## config.mk

```make
export PLATFORM = sky130hd
export DESIGN_NAME = lock_loss_monitor
export DESIGN_NICKNAME = d
export VERILOG_FILES = /design/src/design/lock_loss_monitor.v
export VERILOG_INCLUDE_DIRS = /design/src /design/src/design
export SDC_FILE = /design/constraint.sdc
export NUM_CORES = 2
export LEC_CHECK = 0
export ABC_AREA = 1
export ABC_CLOCK_PERIOD_IN_PS = 16700
export BUFFER_PORTS_ARGS = -buffer_cell sky130_fd_sc_hd__buf_2
export CORE_MARGIN = 2
export CORE_UTILIZATION = 65
export DETAILED_ROUTE_END_ITERATION = 6
export HOLD_SLACK_MARGIN = 0.1
export PLACE_DENSITY = 0.81
export SLEW_MARGIN = 20
export SYNTH_ARGS = -nofsm -noshare
export SYNTH_HDL_FRONTEND = slang
export SYNTH_SLANG_ARGS = --single-unit
export TNS_END_PERCENT = 1
```

## constraint.sdc

```tcl
create_clock -name clk_i -period 16.7 [get_ports clk_i]
set_input_delay 1.67 -clock clk_i [delete_from_list [all_inputs] [get_ports clk_i]]
set_output_delay 1.67 -clock clk_i [all_outputs]
set_load 0.005 [all_outputs]
```

## src/design/lock_monitor_map.vh

```
// Purpose: register offsets, field positions, reset values and threshold codes of the lock monitor
// Assumes: byte-wide registers at byte addresses on a 16-bit register address
// Notes:   definitions only
`ifndef LOCK_MONITOR_MAP_VH
`define LOCK_MONITOR_MAP_VH

// register offsets
`define LM_ADDR_LIVE_STATUS     16'h000E
`define LM_ADDR_STICKY_FLAG     16'h0013
`define LM_ADDR_IRQ_MASK        16'h0019
`define LM_ADDR_FAST_ENABLE     16'h0092
`define LM_ADDR_SET_THRESHOLD   16'h009E
`define LM_ADDR_CLEAR_THRESHOLD 16'h00A0
`define LM_ADDR_TIMER_ENABLE    16'h00A2
`define LM_ADDR_DELAY_BYTE0     16'h00A9
`define LM_ADDR_DELAY_BYTE1     16'h00AA
`define LM_ADDR_DELAY_BYTE2     16'h00AB
`define LM_ADDR_DELAY_BYTE3     16'h00AC

// field positions
`define LM_FLAG_BIT             1
`define LM_THR_MSB              7
`define LM_THR_LSB              4
`define LM_DELAY_TOP_MSB        4
`define LM_DELAY_W              29

// reset values
`define LM_RST_IRQ_MASK         1'h0
`define LM_RST_FAST_ENABLE      1'h1
`define LM_RST_SET_THRESHOLD    4'h2
`define LM_RST_CLEAR_THRESHOLD  4'h0
`define LM_RST_TIMER_ENABLE     1'h0
`define LM_RST_DELAY            29'h0000000

// width of the clear delay time base counter; one delay step is 256 reference cycles
`define LM_DELAY_UNIT_W         8
// fast comparator threshold as a multiple of the set threshold
`define LM_FAST_FACTOR          64'h0000000000000064
// error scale: thresholds are held in tenths of a ppm
`define LM_PPM_SCALE            64'h0000000000989680

// threshold codes in tenths of a ppm, 1-3-10 series from 0.1 ppm
`define LM_THR_0                64'h0000000000000001
`define LM_THR_1                64'h0000000000000003
`define LM_THR_2                64'h000000000000000A
`define LM_THR_3                64'h000000000000001E
`define LM_THR_4                64'h0000000000000064
`define LM_THR_5                64'h000000000000012C
`define LM_THR_6                64'h00000000000003E8
`define LM_THR_7                64'h0000000000000BB8
`define LM_THR_8                64'h0000000000002710
`define LM_THR_9                64'h0000000000007530
`define LM_THR_10               64'h00000000000186A0
// set codes start at 1 ppm, two steps above the clear series
`define LM_SET_CODE_OFFSET      4'h2
// highest set code with its own threshold
`define LM_SET_CODE_MAX         4'h8

`endif

```

## src/design/lock_loss_monitor.v

```verilog
// Purpose: loss-of-lock monitor comparing input and feedback clock rates, with hysteresis and clear delay
// Assumes: both monitored clocks well below half of clk_i; they are sampled as asynchronous pins
// Notes:   byte registers at their own offsets through a simple strobe port
//
// How it works
// - live loss-of-lock status rises whenever the loop loses its input clock.
// - lock is judged from input versus feedback clock frequency difference.
// - dedicated loss-of-lock pin always follows the live, non-sticky state.
// - live status bit reads 0 when locked, 1 when not locked.
// - sticky flag holds a fault; writing 0 clears it only once live status dropped.
// - mask bit gates sticky flag onto interrupt; 0 allows, 1 ignores.
// - 4-bit set threshold picks 1 to 10000 ppm in 1-3-10 steps.
// - 4-bit clear threshold picks 0.1 ppm upward in 1-3-10 steps.
// - separate set and clear comparators give hysteresis against chatter.
// - fast comparator at hundred times set threshold asserts after short measurement.
// - fast-assert enable bit, default 1, switches fast comparator on or off.
// - with timer on, loss stays asserted for programmed delay after clear condition.
// - clear delay is 29 bits spread over four consecutive byte registers.
// - timer enable 1 applies the clear delay, 0 bypasses it.
// - asserted loss of lock also drives the fastlock request.
// - interrupt goes inactive only after software clears the sticky flag or sets the mask bit.
`timescale 1ns/1ps
`include "lock_monitor_map.vh"
`default_nettype none

module lock_loss_monitor #(
    parameter integer CNT_W            = 24,
    parameter integer SLOW_WIN_CYCLES  = 1048576,
    parameter integer FAST_WIN_CYCLES  = 8192
) (
    input  wire        clk_i,
    input  wire        rst_i,
    input  wire        in_clk_i,
    input  wire        fb_clk_i,
    input  wire [15:0] reg_addr_i,
    input  wire [7:0]  reg_wdata_i,
    input  wire        reg_wr_i,
    input  wire        reg_rd_i,
    output reg  [7:0]  reg_rdata_o,
    output reg         lock_loss_status_o,
    output reg         lock_loss_pin_n_o,
    output reg         lock_loss_sticky_o,
    output reg         interrupt_out_n_o,
    output reg         fastlock_req_o
);

    localparam [1:0] ST_LOCKED  = 2'h1;
    localparam [1:0] ST_LOSS    = 2'h2;

    // configuration
    reg                    irq_mask_reg;
    reg                    fast_en_reg;
    reg  [3:0]             set_thr_reg;
    reg  [3:0]             clr_thr_reg;
    reg                    timer_en_reg;
    reg  [`LM_DELAY_W-1:0] delay_reg;

    // three-stage pin samplers, index 0 input clock, 1 feedback clock
    reg  [1:0]             samp1_reg;
    reg  [1:0]             samp2_reg;
    reg  [1:0]             samp3_reg;
    reg  [1:0]             stable_reg;
    wire [1:0]             rise;
    wire [1:0]             pins = {fb_clk_i, in_clk_i};

    always @(posedge clk_i) begin
        if (rst_i) begin
            samp1_reg  <= 2'h0;
            samp2_reg  <= 2'h0;
            samp3_reg  <= 2'h0;
            stable_reg <= 2'h0;
        end else begin
            samp1_reg  <= pins;
            samp2_reg  <= samp1_reg;
            samp3_reg  <= samp2_reg;
            stable_reg <= (samp2_reg & samp3_reg) | (stable_reg & (samp2_reg | samp3_reg));
        end
    end
    assign rise = samp2_reg & samp3_reg & ~stable_reg;

    // measurement windows: index 0 slow (set/clear), index 1 fast
    reg  [31:0]            win_cnt_reg [0:1];
    reg  [CNT_W-1:0]       in_cnt_reg  [0:1];
    reg  [CNT_W-1:0]       fb_cnt_reg  [0:1];
    wire [1:0]             win_end;

    genvar w;
    generate
        for (w = 0; w < 2; w = w + 1) begin : g_win
            localparam [31:0] LEN = (w == 0) ? SLOW_WIN_CYCLES : FAST_WIN_CYCLES;
            assign win_end[w] = (win_cnt_reg[w] == LEN - 32'h1);
            always @(posedge clk_i) begin
                if (rst_i || win_end[w]) begin
                    win_cnt_reg[w] <= 32'h0;
                    in_cnt_reg[w]  <= {CNT_W{1'b0}};
                    fb_cnt_reg[w]  <= {CNT_W{1'b0}};
                end else begin
                    win_cnt_reg[w] <= win_cnt_reg[w] + 32'h1;
                    in_cnt_reg[w]  <= in_cnt_reg[w] + {{(CNT_W-1){1'b0}}, rise[0]};
                    fb_cnt_reg[w]  <= fb_cnt_reg[w] + {{(CNT_W-1){1'b0}}, rise[1]};
                end
            end
        end
    endgenerate

    function [63:0] thr_tenth_ppm;
        input [3:0] code;
        begin
            case (code)
                4'h0:    thr_tenth_ppm = `LM_THR_0;
                4'h1:    thr_tenth_ppm = `LM_THR_1;
                4'h2:    thr_tenth_ppm = `LM_THR_2;
                4'h3:    thr_tenth_ppm = `LM_THR_3;
                4'h4:    thr_tenth_ppm = `LM_THR_4;
                4'h5:    thr_tenth_ppm = `LM_THR_5;
                4'h6:    thr_tenth_ppm = `LM_THR_6;
                4'h7:    thr_tenth_ppm = `LM_THR_7;
                4'h8:    thr_tenth_ppm = `LM_THR_8;
                4'h9:    thr_tenth_ppm = `LM_THR_9;
                default: thr_tenth_ppm = `LM_THR_10;
            endcase
        end
    endfunction

    // relative error compare without a divider: |in-fb|*1e7 against thr*in
    function err_above;
        input [CNT_W-1:0] a;
        input [CNT_W-1:0] b;
        input [63:0]      thr;
        reg   [63:0]      diff;
        begin
            diff = (a > b) ? {{(64-CNT_W){1'b0}}, a - b} : {{(64-CNT_W){1'b0}}, b - a};
            err_above = (diff * `LM_PPM_SCALE) > (thr * {{(64-CNT_W){1'b0}}, a});
        end
    endfunction

    // codes past the top choice saturate instead of wrapping into the clear series
    wire [63:0] set_thr  = (set_thr_reg > `LM_SET_CODE_MAX) ? `LM_THR_10
                         : thr_tenth_ppm(set_thr_reg + `LM_SET_CODE_OFFSET);
    wire [63:0] clr_thr  = thr_tenth_ppm(clr_thr_reg);
    wire [63:0] fast_thr = set_thr * `LM_FAST_FACTOR;

    // two independent comparators on the slow window
    wire set_hit   = win_end[0] && err_above(in_cnt_reg[0], fb_cnt_reg[0], set_thr);
    wire clr_met   = win_end[0] && !err_above(in_cnt_reg[0], fb_cnt_reg[0], clr_thr);
    wire clr_lost  = win_end[0] && !clr_met;
    wire fast_hit  = fast_en_reg && win_end[1] && err_above(in_cnt_reg[1], fb_cnt_reg[1], fast_thr);

    // lock state and clear delay
    reg  [1:0]                   state_reg;
    reg  [1:0]                   state_next;
    reg                          clr_ok_reg;
    reg                          clr_ok_next;
    reg  [`LM_DELAY_UNIT_W-1:0]  unit_cnt_reg;
    reg  [`LM_DELAY_UNIT_W-1:0]  unit_cnt_next;
    reg  [`LM_DELAY_W-1:0]       delay_cnt_reg;
    reg  [`LM_DELAY_W-1:0]       delay_cnt_next;
    wire                         unit_tick = &unit_cnt_reg;

    always @* begin
        state_next     = state_reg;
        clr_ok_next    = clr_ok_reg;
        unit_cnt_next  = unit_cnt_reg;
        delay_cnt_next = delay_cnt_reg;
        case (state_reg)
            ST_LOCKED: begin
                if (set_hit || fast_hit) begin
                    state_next     = ST_LOSS;
                    clr_ok_next    = 1'b0;
                    unit_cnt_next  = {`LM_DELAY_UNIT_W{1'b0}};
                    delay_cnt_next = {`LM_DELAY_W{1'b0}};
                end
            end
            ST_LOSS: begin
                if (set_hit || fast_hit || clr_lost) begin
                    // restart when clear condition slips away
                    clr_ok_next    = 1'b0;
                    unit_cnt_next  = {`LM_DELAY_UNIT_W{1'b0}};
                    delay_cnt_next = {`LM_DELAY_W{1'b0}};
                end else if (clr_met && !timer_en_reg) begin
                    state_next  = ST_LOCKED;
                    clr_ok_next = 1'b0;
                end else if (clr_met || clr_ok_reg) begin
                    clr_ok_next = 1'b1;
                    if (!timer_en_reg || delay_cnt_reg >= delay_reg) begin
                        state_next  = ST_LOCKED;
                        clr_ok_next = 1'b0;
                    end else begin
                        unit_cnt_next = unit_cnt_reg + {{(`LM_DELAY_UNIT_W-1){1'b0}}, 1'b1};
                        if (unit_tick) begin
                            delay_cnt_next = delay_cnt_reg + {{(`LM_DELAY_W-1){1'b0}}, 1'b1};
                        end
                    end
                end
            end
            default: begin
                state_next = ST_LOSS;
            end
        endcase
    end

    // loss is reported from reset until the first clean measurement
    wire loss_next = (state_next != ST_LOCKED);

    // register writes; a sticky set wins over a same-cycle clear
    wire wr_flag = reg_wr_i && (reg_addr_i == `LM_ADDR_STICKY_FLAG) && !reg_wdata_i[`LM_FLAG_BIT];
    reg  sticky_next;
    always @* begin
        sticky_next = lock_loss_sticky_o;
        if (wr_flag && !lock_loss_status_o) begin
            sticky_next = 1'b0;
        end
        if (loss_next) begin
            sticky_next = 1'b1;
        end
    end

    always @(posedge clk_i) begin
        if (rst_i) begin
            state_reg          <= ST_LOSS;
            clr_ok_reg         <= 1'b0;
            unit_cnt_reg       <= {`LM_DELAY_UNIT_W{1'b0}};
            delay_cnt_reg      <= {`LM_DELAY_W{1'b0}};
            lock_loss_status_o <= 1'b1;
            lock_loss_pin_n_o  <= 1'b0;
            lock_loss_sticky_o <= 1'b1;
            interrupt_out_n_o  <= 1'b1;
            fastlock_req_o     <= 1'b1;
        end else begin
            state_reg          <= state_next;
            clr_ok_reg         <= clr_ok_next;
            unit_cnt_reg       <= unit_cnt_next;
            delay_cnt_reg      <= delay_cnt_next;
            lock_loss_status_o <= loss_next;
            lock_loss_pin_n_o  <= !loss_next;
            lock_loss_sticky_o <= sticky_next;
            interrupt_out_n_o  <= !(sticky_next && !irq_mask_reg);
            fastlock_req_o     <= loss_next;
        end
    end

    // configuration registers
    always @(posedge clk_i) begin
        if (rst_i) begin
            irq_mask_reg <= `LM_RST_IRQ_MASK;
            fast_en_reg  <= `LM_RST_FAST_ENABLE;
            set_thr_reg  <= `LM_RST_SET_THRESHOLD;
            clr_thr_reg  <= `LM_RST_CLEAR_THRESHOLD;
            timer_en_reg <= `LM_RST_TIMER_ENABLE;
            delay_reg    <= `LM_RST_DELAY;
        end else if (reg_wr_i) begin
            case (reg_addr_i)
                `LM_ADDR_IRQ_MASK:        irq_mask_reg <= reg_wdata_i[`LM_FLAG_BIT];
                `LM_ADDR_FAST_ENABLE:     fast_en_reg  <= reg_wdata_i[`LM_FLAG_BIT];
                `LM_ADDR_SET_THRESHOLD:   set_thr_reg  <= reg_wdata_i[`LM_THR_MSB:`LM_THR_LSB];
                `LM_ADDR_CLEAR_THRESHOLD: clr_thr_reg  <= reg_wdata_i[`LM_THR_MSB:`LM_THR_LSB];
                `LM_ADDR_TIMER_ENABLE:    timer_en_reg <= reg_wdata_i[`LM_FLAG_BIT];
                // four byte lanes of the delay
                `LM_ADDR_DELAY_BYTE0:     delay_reg[7:0]   <= reg_wdata_i;
                `LM_ADDR_DELAY_BYTE1:     delay_reg[15:8]  <= reg_wdata_i;
                `LM_ADDR_DELAY_BYTE2:     delay_reg[23:16] <= reg_wdata_i;
                `LM_ADDR_DELAY_BYTE3:     delay_reg[28:24] <= reg_wdata_i[`LM_DELAY_TOP_MSB:0];
                default: begin
                end
            endcase
        end
    end

    // read data, registered; unmapped offsets read zero
    reg [7:0] rdata_next;
    always @* begin
        rdata_next = 8'h00;
        case (reg_addr_i)
            `LM_ADDR_LIVE_STATUS:     rdata_next[`LM_FLAG_BIT] = lock_loss_status_o;
            `LM_ADDR_STICKY_FLAG:     rdata_next[`LM_FLAG_BIT] = lock_loss_sticky_o;
            `LM_ADDR_IRQ_MASK:        rdata_next[`LM_FLAG_BIT] = irq_mask_reg;
            `LM_ADDR_FAST_ENABLE:     rdata_next[`LM_FLAG_BIT] = fast_en_reg;
            `LM_ADDR_SET_THRESHOLD:   rdata_next[`LM_THR_MSB:`LM_THR_LSB] = set_thr_reg;
            `LM_ADDR_CLEAR_THRESHOLD: rdata_next[`LM_THR_MSB:`LM_THR_LSB] = clr_thr_reg;
            `LM_ADDR_TIMER_ENABLE:    rdata_next[`LM_FLAG_BIT] = timer_en_reg;
            `LM_ADDR_DELAY_BYTE0:     rdata_next = delay_reg[7:0];
            `LM_ADDR_DELAY_BYTE1:     rdata_next = delay_reg[15:8];
            `LM_ADDR_DELAY_BYTE2:     rdata_next = delay_reg[23:16];
            `LM_ADDR_DELAY_BYTE3:     rdata_next[`LM_DELAY_TOP_MSB:0] = delay_reg[28:24];
            default:                  rdata_next = 8'h00;
        endcase
    end

    always @(posedge clk_i) begin
        if (rst_i) begin
            reg_rdata_o <= 8'h00;
        end else if (reg_rd_i) begin
            reg_rdata_o <= rdata_next;
        end
    end

endmodule // lock_loss_monitor

`default_nettype wire

```

# --- Word-level counts from Yosys, hierarchy flattened ---
# Memory sizes are Yosys's and may differ from the RTL's. A register that Yosys moved wholly into a read port is not among the register bits.
# Cells that the tools add are included.
totals:
  romBits: 544
  mem_count: 5
  mem_bits_rw: 160
  register_bits: 100
  input_bits: 30
op_classes:
  n_addsub: 13
  n_eq_ne: 22
  n_reduce_logical: 38
  mux: 49
  mul: 6
  bitwise_logic: 12
  order_cmp: 7
mem_list:
  columns: ["memory", "depth", "word_bits", "rd", "rd_ports_with_merged_regs", "write_ports", "line", "text"]
  rows:
  - ["(name not given)", 16, 17, 1, 1, 0, "lock_loss_monitor.v:109", "case (code)"]
  - ["(name not given)", 16, 17, 1, 0, 0, "lock_loss_monitor.v:109", null]
  - ["win_cnt_reg", 2, 32, 2, 0, 2, "lock_loss_monitor.v:82", "reg [31:0] win_cnt_reg [0:1];"]
  - ["fb_cnt_reg", 2, 24, 2, 0, 2, "lock_loss_monitor.v:84", "reg [CNT_W-1:0] fb_cnt_reg [0:1];"]
  - ["in_cnt_reg", 2, 24, 2, 0, 2, "lock_loss_monitor.v:83", "reg [CNT_W-1:0] in_cnt_reg [0:1];"]
op_table:
  columns: ["operator", "n"]
  rows:
  - ["$mux W29", 6]
  - ["$mux W24", 6]
  - ["$eq A16 B8 Y1 const B", 8]
  - ["$gt A48 B64 Y1", 2]
  - ["$mul A64 B24 Y64", 2]
  - ["$add A24 B1 Y24", 4]
  - ["$sub A24 B24 Y24", 4]
  - ["$mul A24 B17 Y41 const B", 2]
  - ["$add A32 B1 Y32 const B", 2]
  - ["$gt A64 B64 Y1", 1]
  - ["$mul A64 B5 Y62 const B", 1]
  - ["$mux W32", 2]
  - ["$mux W64", 1]
  - ["$mul A62 B24 Y62", 1]
  - ["$pmux W29 S2", 1]
  - ["$gt A24 B24 Y1", 2]
  - ["$mux W8", 5]
  - ["$eq A16 B5 Y1 const B", 2]
  - ["$eq A32 B13 Y1 const B", 1]
  - ["$eq A32 B20 Y1 const B", 1]
  - ["$add A29 B1 Y29 const B", 1]
  - ["$ge A29 B29 Y1", 1]
  - ["$reduce_and A2 Y1", 9]
  - ["$eq A16 B4 Y1 const B", 1]
  - ["other kinds (32)", 81]

# --- Depth between registers and ports, before layout ---
# An unclocked memory read counts as a cell.
logic_depth:
  ltp_word: 16
  ltp_mapped: 77
  mapped_depth_nobuf: 75

# --- Worst setup path before layout ---
# No wires, ideal clock.
synth_timing:
  path_type: "register to register"
  from: "register set_thr_reg[1]"
  to: "register delay_cnt_reg[13]"
  slack_ps: 4344
  setup_time_ps: 113
  required_time_ps: 16587
  arrival_ps: 12243
  period_less_slack_ps: 12356
  stages_incl_launch_ff: 67
  cell_sequence: "dfxtp_1 ha_1 inv_1 ha_1 nand2_1 clkinv_1 nand2_1 inv_1 clkbuf_1 ha_1 ha_1 inv_1 fa_1 inv_1 ha_1 a21oi_1 nand2_1 nand2_1 (+31 left out) xnor2_1 ha_1 nand2_1 nor2_1 nand3_1 nor3_1 nand2_1 nand2_1 inv_1 nor2_1 nand3_4 nand3_2 nand2_1 clkinv_2 nand3_4 buf_8 nor2_1 nor2_1"
synth_between:
  elab_chain_cells: 11
synth_lines:
  columns: ["element", "line", "text"]
  rows:
  - ["start, declared", "lock_loss_monitor.v:53", "reg [3:0] set_thr_reg;"]
  - ["start signal, assigned", "lock_loss_monitor.v:247", "set_thr_reg <= `LM_RST_SET_THRESHOLD;"]
  - ["start signal, assigned", "lock_loss_monitor.v:255", "`LM_ADDR_SET_THRESHOLD: set_thr_reg <= reg_wdata_i[`LM_THR_MSB:`LM_THR_LSB];"]
  - ["$add A4 B2 Y4 (no source line)", null, null]
  - ["$mem_v2 Z16 W17", null, null]
  - ["$mux W64 *", "lock_loss_monitor.v:138", "wire [63:0] set_thr = (set_thr_reg > `LM_SET_CODE_MAX) ? `LM_THR_10"]
  - ["$mul A64 B5 Y62 (no source line)", null, null]
  - ["$mul A62 B24 Y62", "lock_loss_monitor.v:133", "err_above = (diff * `LM_PPM_SCALE) > (thr * {{(64-CNT_W){1'b0}}, a});"]
  - ["$gt A48 B64 Y1", "lock_loss_monitor.v:133", null]
  - ["$logic_and A1 B1 Y1", "lock_loss_monitor.v:147", "wire fast_hit = fast_en_reg && win_end[1] && err_above(in_cnt_reg[1], fb_cnt_reg[1], fast_thr);"]
  - ["$logic_or A1 B1 Y1 *", "lock_loss_monitor.v:167, lock_loss_monitor.v:175", null]
  - ["$logic_or A1 B1 Y1", "lock_loss_monitor.v:175", "if (set_hit || fast_hit || clr_lost) begin"]
  - ["$ne A3 B3 Y1 (no source line) or $mux W29 (tied branches)", null, null]
  - ["$reduce_and A6 Y1 (no source line) or $pmux W29 S2 (tied branches)", null, null]
  - ["end signal, assigned", "lock_loss_monitor.v:223", "delay_cnt_reg <= {`LM_DELAY_W{1'b0}};"]
  - ["end signal, assigned", "lock_loss_monitor.v:233", "delay_cnt_reg <= delay_cnt_next;"]
  - ["end, declared", "lock_loss_monitor.v:156", "reg [`LM_DELAY_W-1:0] delay_cnt_reg;"]
# Every way passes the cells marked *; elsewhere a longest branch is shown, timed or not.
# A chain may end at the register's enable or synchronous reset.

# --- Worst setup path in the final report ---
layout_timing:
  from: "register set_thr_reg[1]"
  to: "register unit_cnt_reg[1]"
layout_between:
  elab_chain_cells: 11
layout_lines:
  columns: ["element", "line", "text"]
  rows:
  - ["$add A4 B2 Y4 (no source line)", null, null]
  - ["$mem_v2 Z16 W17", null, null]
  - ["$mux W64 *", "lock_loss_monitor.v:138", null]
  - ["$mul A64 B5 Y62 (no source line)", null, null]
  - ["$mul A62 B24 Y62", "lock_loss_monitor.v:133", null]
  - ["$gt A48 B64 Y1", "lock_loss_monitor.v:133", null]
  - ["$logic_and A1 B1 Y1", "lock_loss_monitor.v:147", null]
  - ["$logic_or A1 B1 Y1 *", "lock_loss_monitor.v:167, lock_loss_monitor.v:175", null]
  - ["$logic_or A1 B1 Y1", "lock_loss_monitor.v:175", null]
  - ["$ne A3 B3 Y1 (no source line) or $mux W8 (tied branches)", null, null]
  - ["$reduce_and A5 Y1 (no source line) or $pmux W8 S2 (tied branches)", null, null]
  - ["end signal, assigned", "lock_loss_monitor.v:222", "unit_cnt_reg <= {`LM_DELAY_UNIT_W{1'b0}};"]
  - ["end signal, assigned", "lock_loss_monitor.v:232", "unit_cnt_reg <= unit_cnt_next;"]
  - ["end, declared", "lock_loss_monitor.v:154", "reg [`LM_DELAY_UNIT_W-1:0] unit_cnt_reg;"]
# Marks and branches as above.

==> metrics.txt <==
kind of critical path reg2reg; total standard cell area after synthesis 83150 um2; flip-flop count of the largest register after layout 64; Fill cells 10.70k; synthesized-area fraction occupied by and/or/nand/nor cells 17.61%; sw frac 37.20%; power density over cell area 24.17 nW/um2; Hold-fix buffers, CTS 0; clk_lat worst skew 0.59 ns; clock buffer count from CTS 35; area added between synthesis and finish 3.619%; fraction of synthesized cell area taken by the top area cell type 32.98%; most common cell after layout, fill and taps aside sky130_fd_sc_hd__inv_1; detailed-route vias per instance 5.819; die area 130800 um2; outcome finished with violations; endpoints failing hold 0; power dissipated by switching net loads 774.8 uW; Starting Density 65.37%; max frequency 0.06368 GHz; Port Buffers 42; setup tns final 0 ns; unrepaired setup endpoints after global routing no; required time at the worst-slack endpoint 17.20 ns; type of element capturing the critical path register; initial antenna violation count 10; remaining routing DRC violations 1; class of the most critical hold timing path reg2reg; standard-cell row count 131; Avg Synthesized Cell Area 7.675 um2; cell occurring most often along the worst timing path sky130_fd_sc_hd__nand2_1; first-pass detailed-route iteration total 7; Synthesis Warnings 0; hold-critical path depth 2; largest cells by area after synthesis sky130_fd_sc_hd__fa_1 33%, sky130_fd_sc_hd__ha_1 19%, sky130_fd_sc_hd__inv_1 12%, sky130_fd_sc_hd__nand2_1 9.0%, sky130_fd_sc_hd__dfxtp_1 6.6%; die boundary width 361.7 um; worst slew margin relative to its limit 20.92%; Final Critical Period 15.70 ns; critical-path cell with the highest stage delay sky130_fd_sc_hd__inv_1; delay of the slowest cell on the worst path 0.65 ns; Post-synth ARST share 0%; fraction of the cycle the final worst path needs 94.03%; category of the worst setup path launch point register; crit-path leading delay family adder cells; sequential element share of the synthesized area 6.621%; ratio of cells with drive above 1 in the final layout 2.864%; final core utilization 67.74%; Max Clock Skew 0.03470 ns; maximum fanout along the worst path 26; worst-margin pin slew 1.178 ns; library cell occupying the most area in the post-synthesis netlist sky130_fd_sc_hd__fa_1; Max clock buf depth 3; number of synthesized flops with an enable pin 0; mux share of post-synthesis cell area 0.02408%; Clock Pin Slew Worst Setup and Hold Paths 0.06 ns; via count of the first global-routing pass 74.99k; root buffer cell sky130_fd_sc_hd__clkbuf_16; Syn Nets 13.48k; leakage power 47.90 nW; adder-cell share of the synthesized area 51.76%; die height 361.7 um; footprint of the multi-input gates 66350 um2; WP depth 71; flop and latch count out of synthesis 275; dominant combinational cell family by area after synthesis adder cells; number of DRC violations after detailed-routing iteration 0 7120; total length of routed wires 260400 um; top flip-flop cell by instance count after synthesis sky130_fd_sc_hd__dfxtp_1; number of nets at the end of the flow 13.37k; Register Area 5505 um2; arrival time at the worst endpoint 16.21 ns; GP Congestion 1.048; grt total ovfl 0; post-synthesis cell count 10.83k; number of buffers and inverters on the critical path 17; portion of total power attributed to sequential cells 33.7%; failing checks DRC; Synth Area in XOR/XNOR 3.178%; H-tree Lvls 2; Setup violations, final 0; number of sinks driven by the clock tree 275; number of I/O pins 43; relative contribution of combinational cells to total power 29.4%; MaxCap Viol Count 0; area fraction in compound gates after synthesis 7.209%; Internal 1.308 mW; wire length of the first global-routing pass 412300 um; clock network fraction of design power 36.9%; worst voltage drop across the vdd grid 0.00008468 V; sum of net half-perimeters after detailed placement 216800 um; global-route usage over all layers 40.45%; detailed-route wire length per cell 20.97 um; Antenna Violating Nets Remaining 0; pin count of the biggest net entering global routing 73; Floorplan Core Area 127200 um2; Worst Reg2Reg Path Length in Cells 71; overall via count from detail_route 72.25k; Slew Viols, Final 0; count of unique library cells instantiated by Yosys 73; commonest cells after routing, fill and taps aside 2656 x sky130_fd_sc_hd__inv_1, 1988 x sky130_fd_sc_hd__nand2_1, 1370 x sky130_fd_sc_hd__fa_1; clock tree from TritonCTS yes
==> metal layers <==
metal / wire [um] / vias up / track usage, % / share of wire, %
met5: 57 / - / 0 / 0.022
met4: 14450 / 8 / 18.17 / 5.5
met3: 30450 / 895 / 10.93 / 12
met2: 111100 / 3887 / 61.56 / 43
met1: 104300 / 34837 / 54.08 / 40
li1: - / 32621 / - / -
==> worst paths after layout <==
kind / start / end / slack, ns
max: set_thr_reg[1] / unit_cnt_reg[1] / 1.0
min: samp2_reg[1] / samp3_reg[1] / 0.44
max reg2reg: set_thr_reg[1] / unit_cnt_reg[1] / 1.0
min reg2reg: samp2_reg[1] / samp3_reg[1] / 0.44
==> power by group through the flow <==
stage	clock network, mW	registers (mW)	logic, mW
6_report	0.768	0.702	0.613
5_1_grt	0.798	0.704	0.683
4_1_cts	0.772	0.702	0.599
3_5_place_dp	0	0.717	0.594
3_3_place_gp	0	0.717	0.580
2_1_floorplan	0	0.702	0.408
==> cells in the mapped netlist, types with 24 or more instances <==
library cell,count
sky130_fd_sc_hd__inv_1,2657
sky130_fd_sc_hd__buf_1,28
sky130_fd_sc_hd__o21ai_0,264
sky130_fd_sc_hd__xor2_1,200
sky130_fd_sc_hd__a31oi_1,55
sky130_fd_sc_hd__nor2_1,1034
sky130_fd_sc_hd__nand2_1,1988
sky130_fd_sc_hd__dfxtp_1,275
sky130_fd_sc_hd__o21a_1,36
sky130_fd_sc_hd__nor3_1,111
sky130_fd_sc_hd__nor4_1,42
sky130_fd_sc_hd__nor3b_1,24
sky130_fd_sc_hd__nand3_1,189
sky130_fd_sc_hd__a21oi_1,556
sky130_fd_sc_hd__clkinv_1,33
sky130_fd_sc_hd__clkbuf_1,222
sky130_fd_sc_hd__ha_1,1248
sky130_fd_sc_hd__nand4_1,73
sky130_fd_sc_hd__xnor2_1,98
sky130_fd_sc_hd__fa_1,1370
==> through the flow <==
step                      power, mW  instance area (um2)  hold slack (ns)  setup slack, ns  instances
final                         2.083                86160           0.4412           0.9964      12416
after CTS                     2.074                86120           0.4394            1.034      12411
after global placement        1.297                84980           0.4204            1.637      12347
after floorplan               1.110                83150           0.3883            4.344      10834
after global routing          2.184                86160           0.4591          0.06507      12415
after detailed placement      1.310                84980           0.4290            1.134      12347
==> tightest hold or removal path, stage by stage, from the launching register on <==
cell	delay [ns]
sky130_fd_sc_hd__dfxtp_1	0.32
sky130_fd_sc_hd__inv_1	0.05
sky130_fd_sc_hd__nor2_1	0.03
==> final cells by class <==
| cell class | instances | share of cell area (%) |
|---|---|---|
| multi-input combinational | 7574 | 77.01 |
| inverter | 2703 | 11.78 |
| sequential | 275 | 6.390 |
| tap | 1662 | 2.414 |
| clock buffer | 45 | 1.107 |
| timing repair buffer | 137 | 1.072 |
| clock inverter | 19 | 0.2178 |
| antenna | 1 | 0.002904 |
==> timing repair <==
| action | in CTS | in global routing |
|---|---|---|
| buffers inserted | 0 | 4 |
| resized for setup | 0 | 1 |
| endpoints found under the setup margin | 0 | 10 |
==> kinds of logic after synthesis <==
logic type	Yosys count
adders and majority gates	2618
AOI/OAI and AO/OA	1079
xor gates and xnor gates	300
muxes	2
and+or+nand+nor	3575
buffers and inverters	2985
DFF	275
Note: power is estimated with default switching activity, not from simulation.
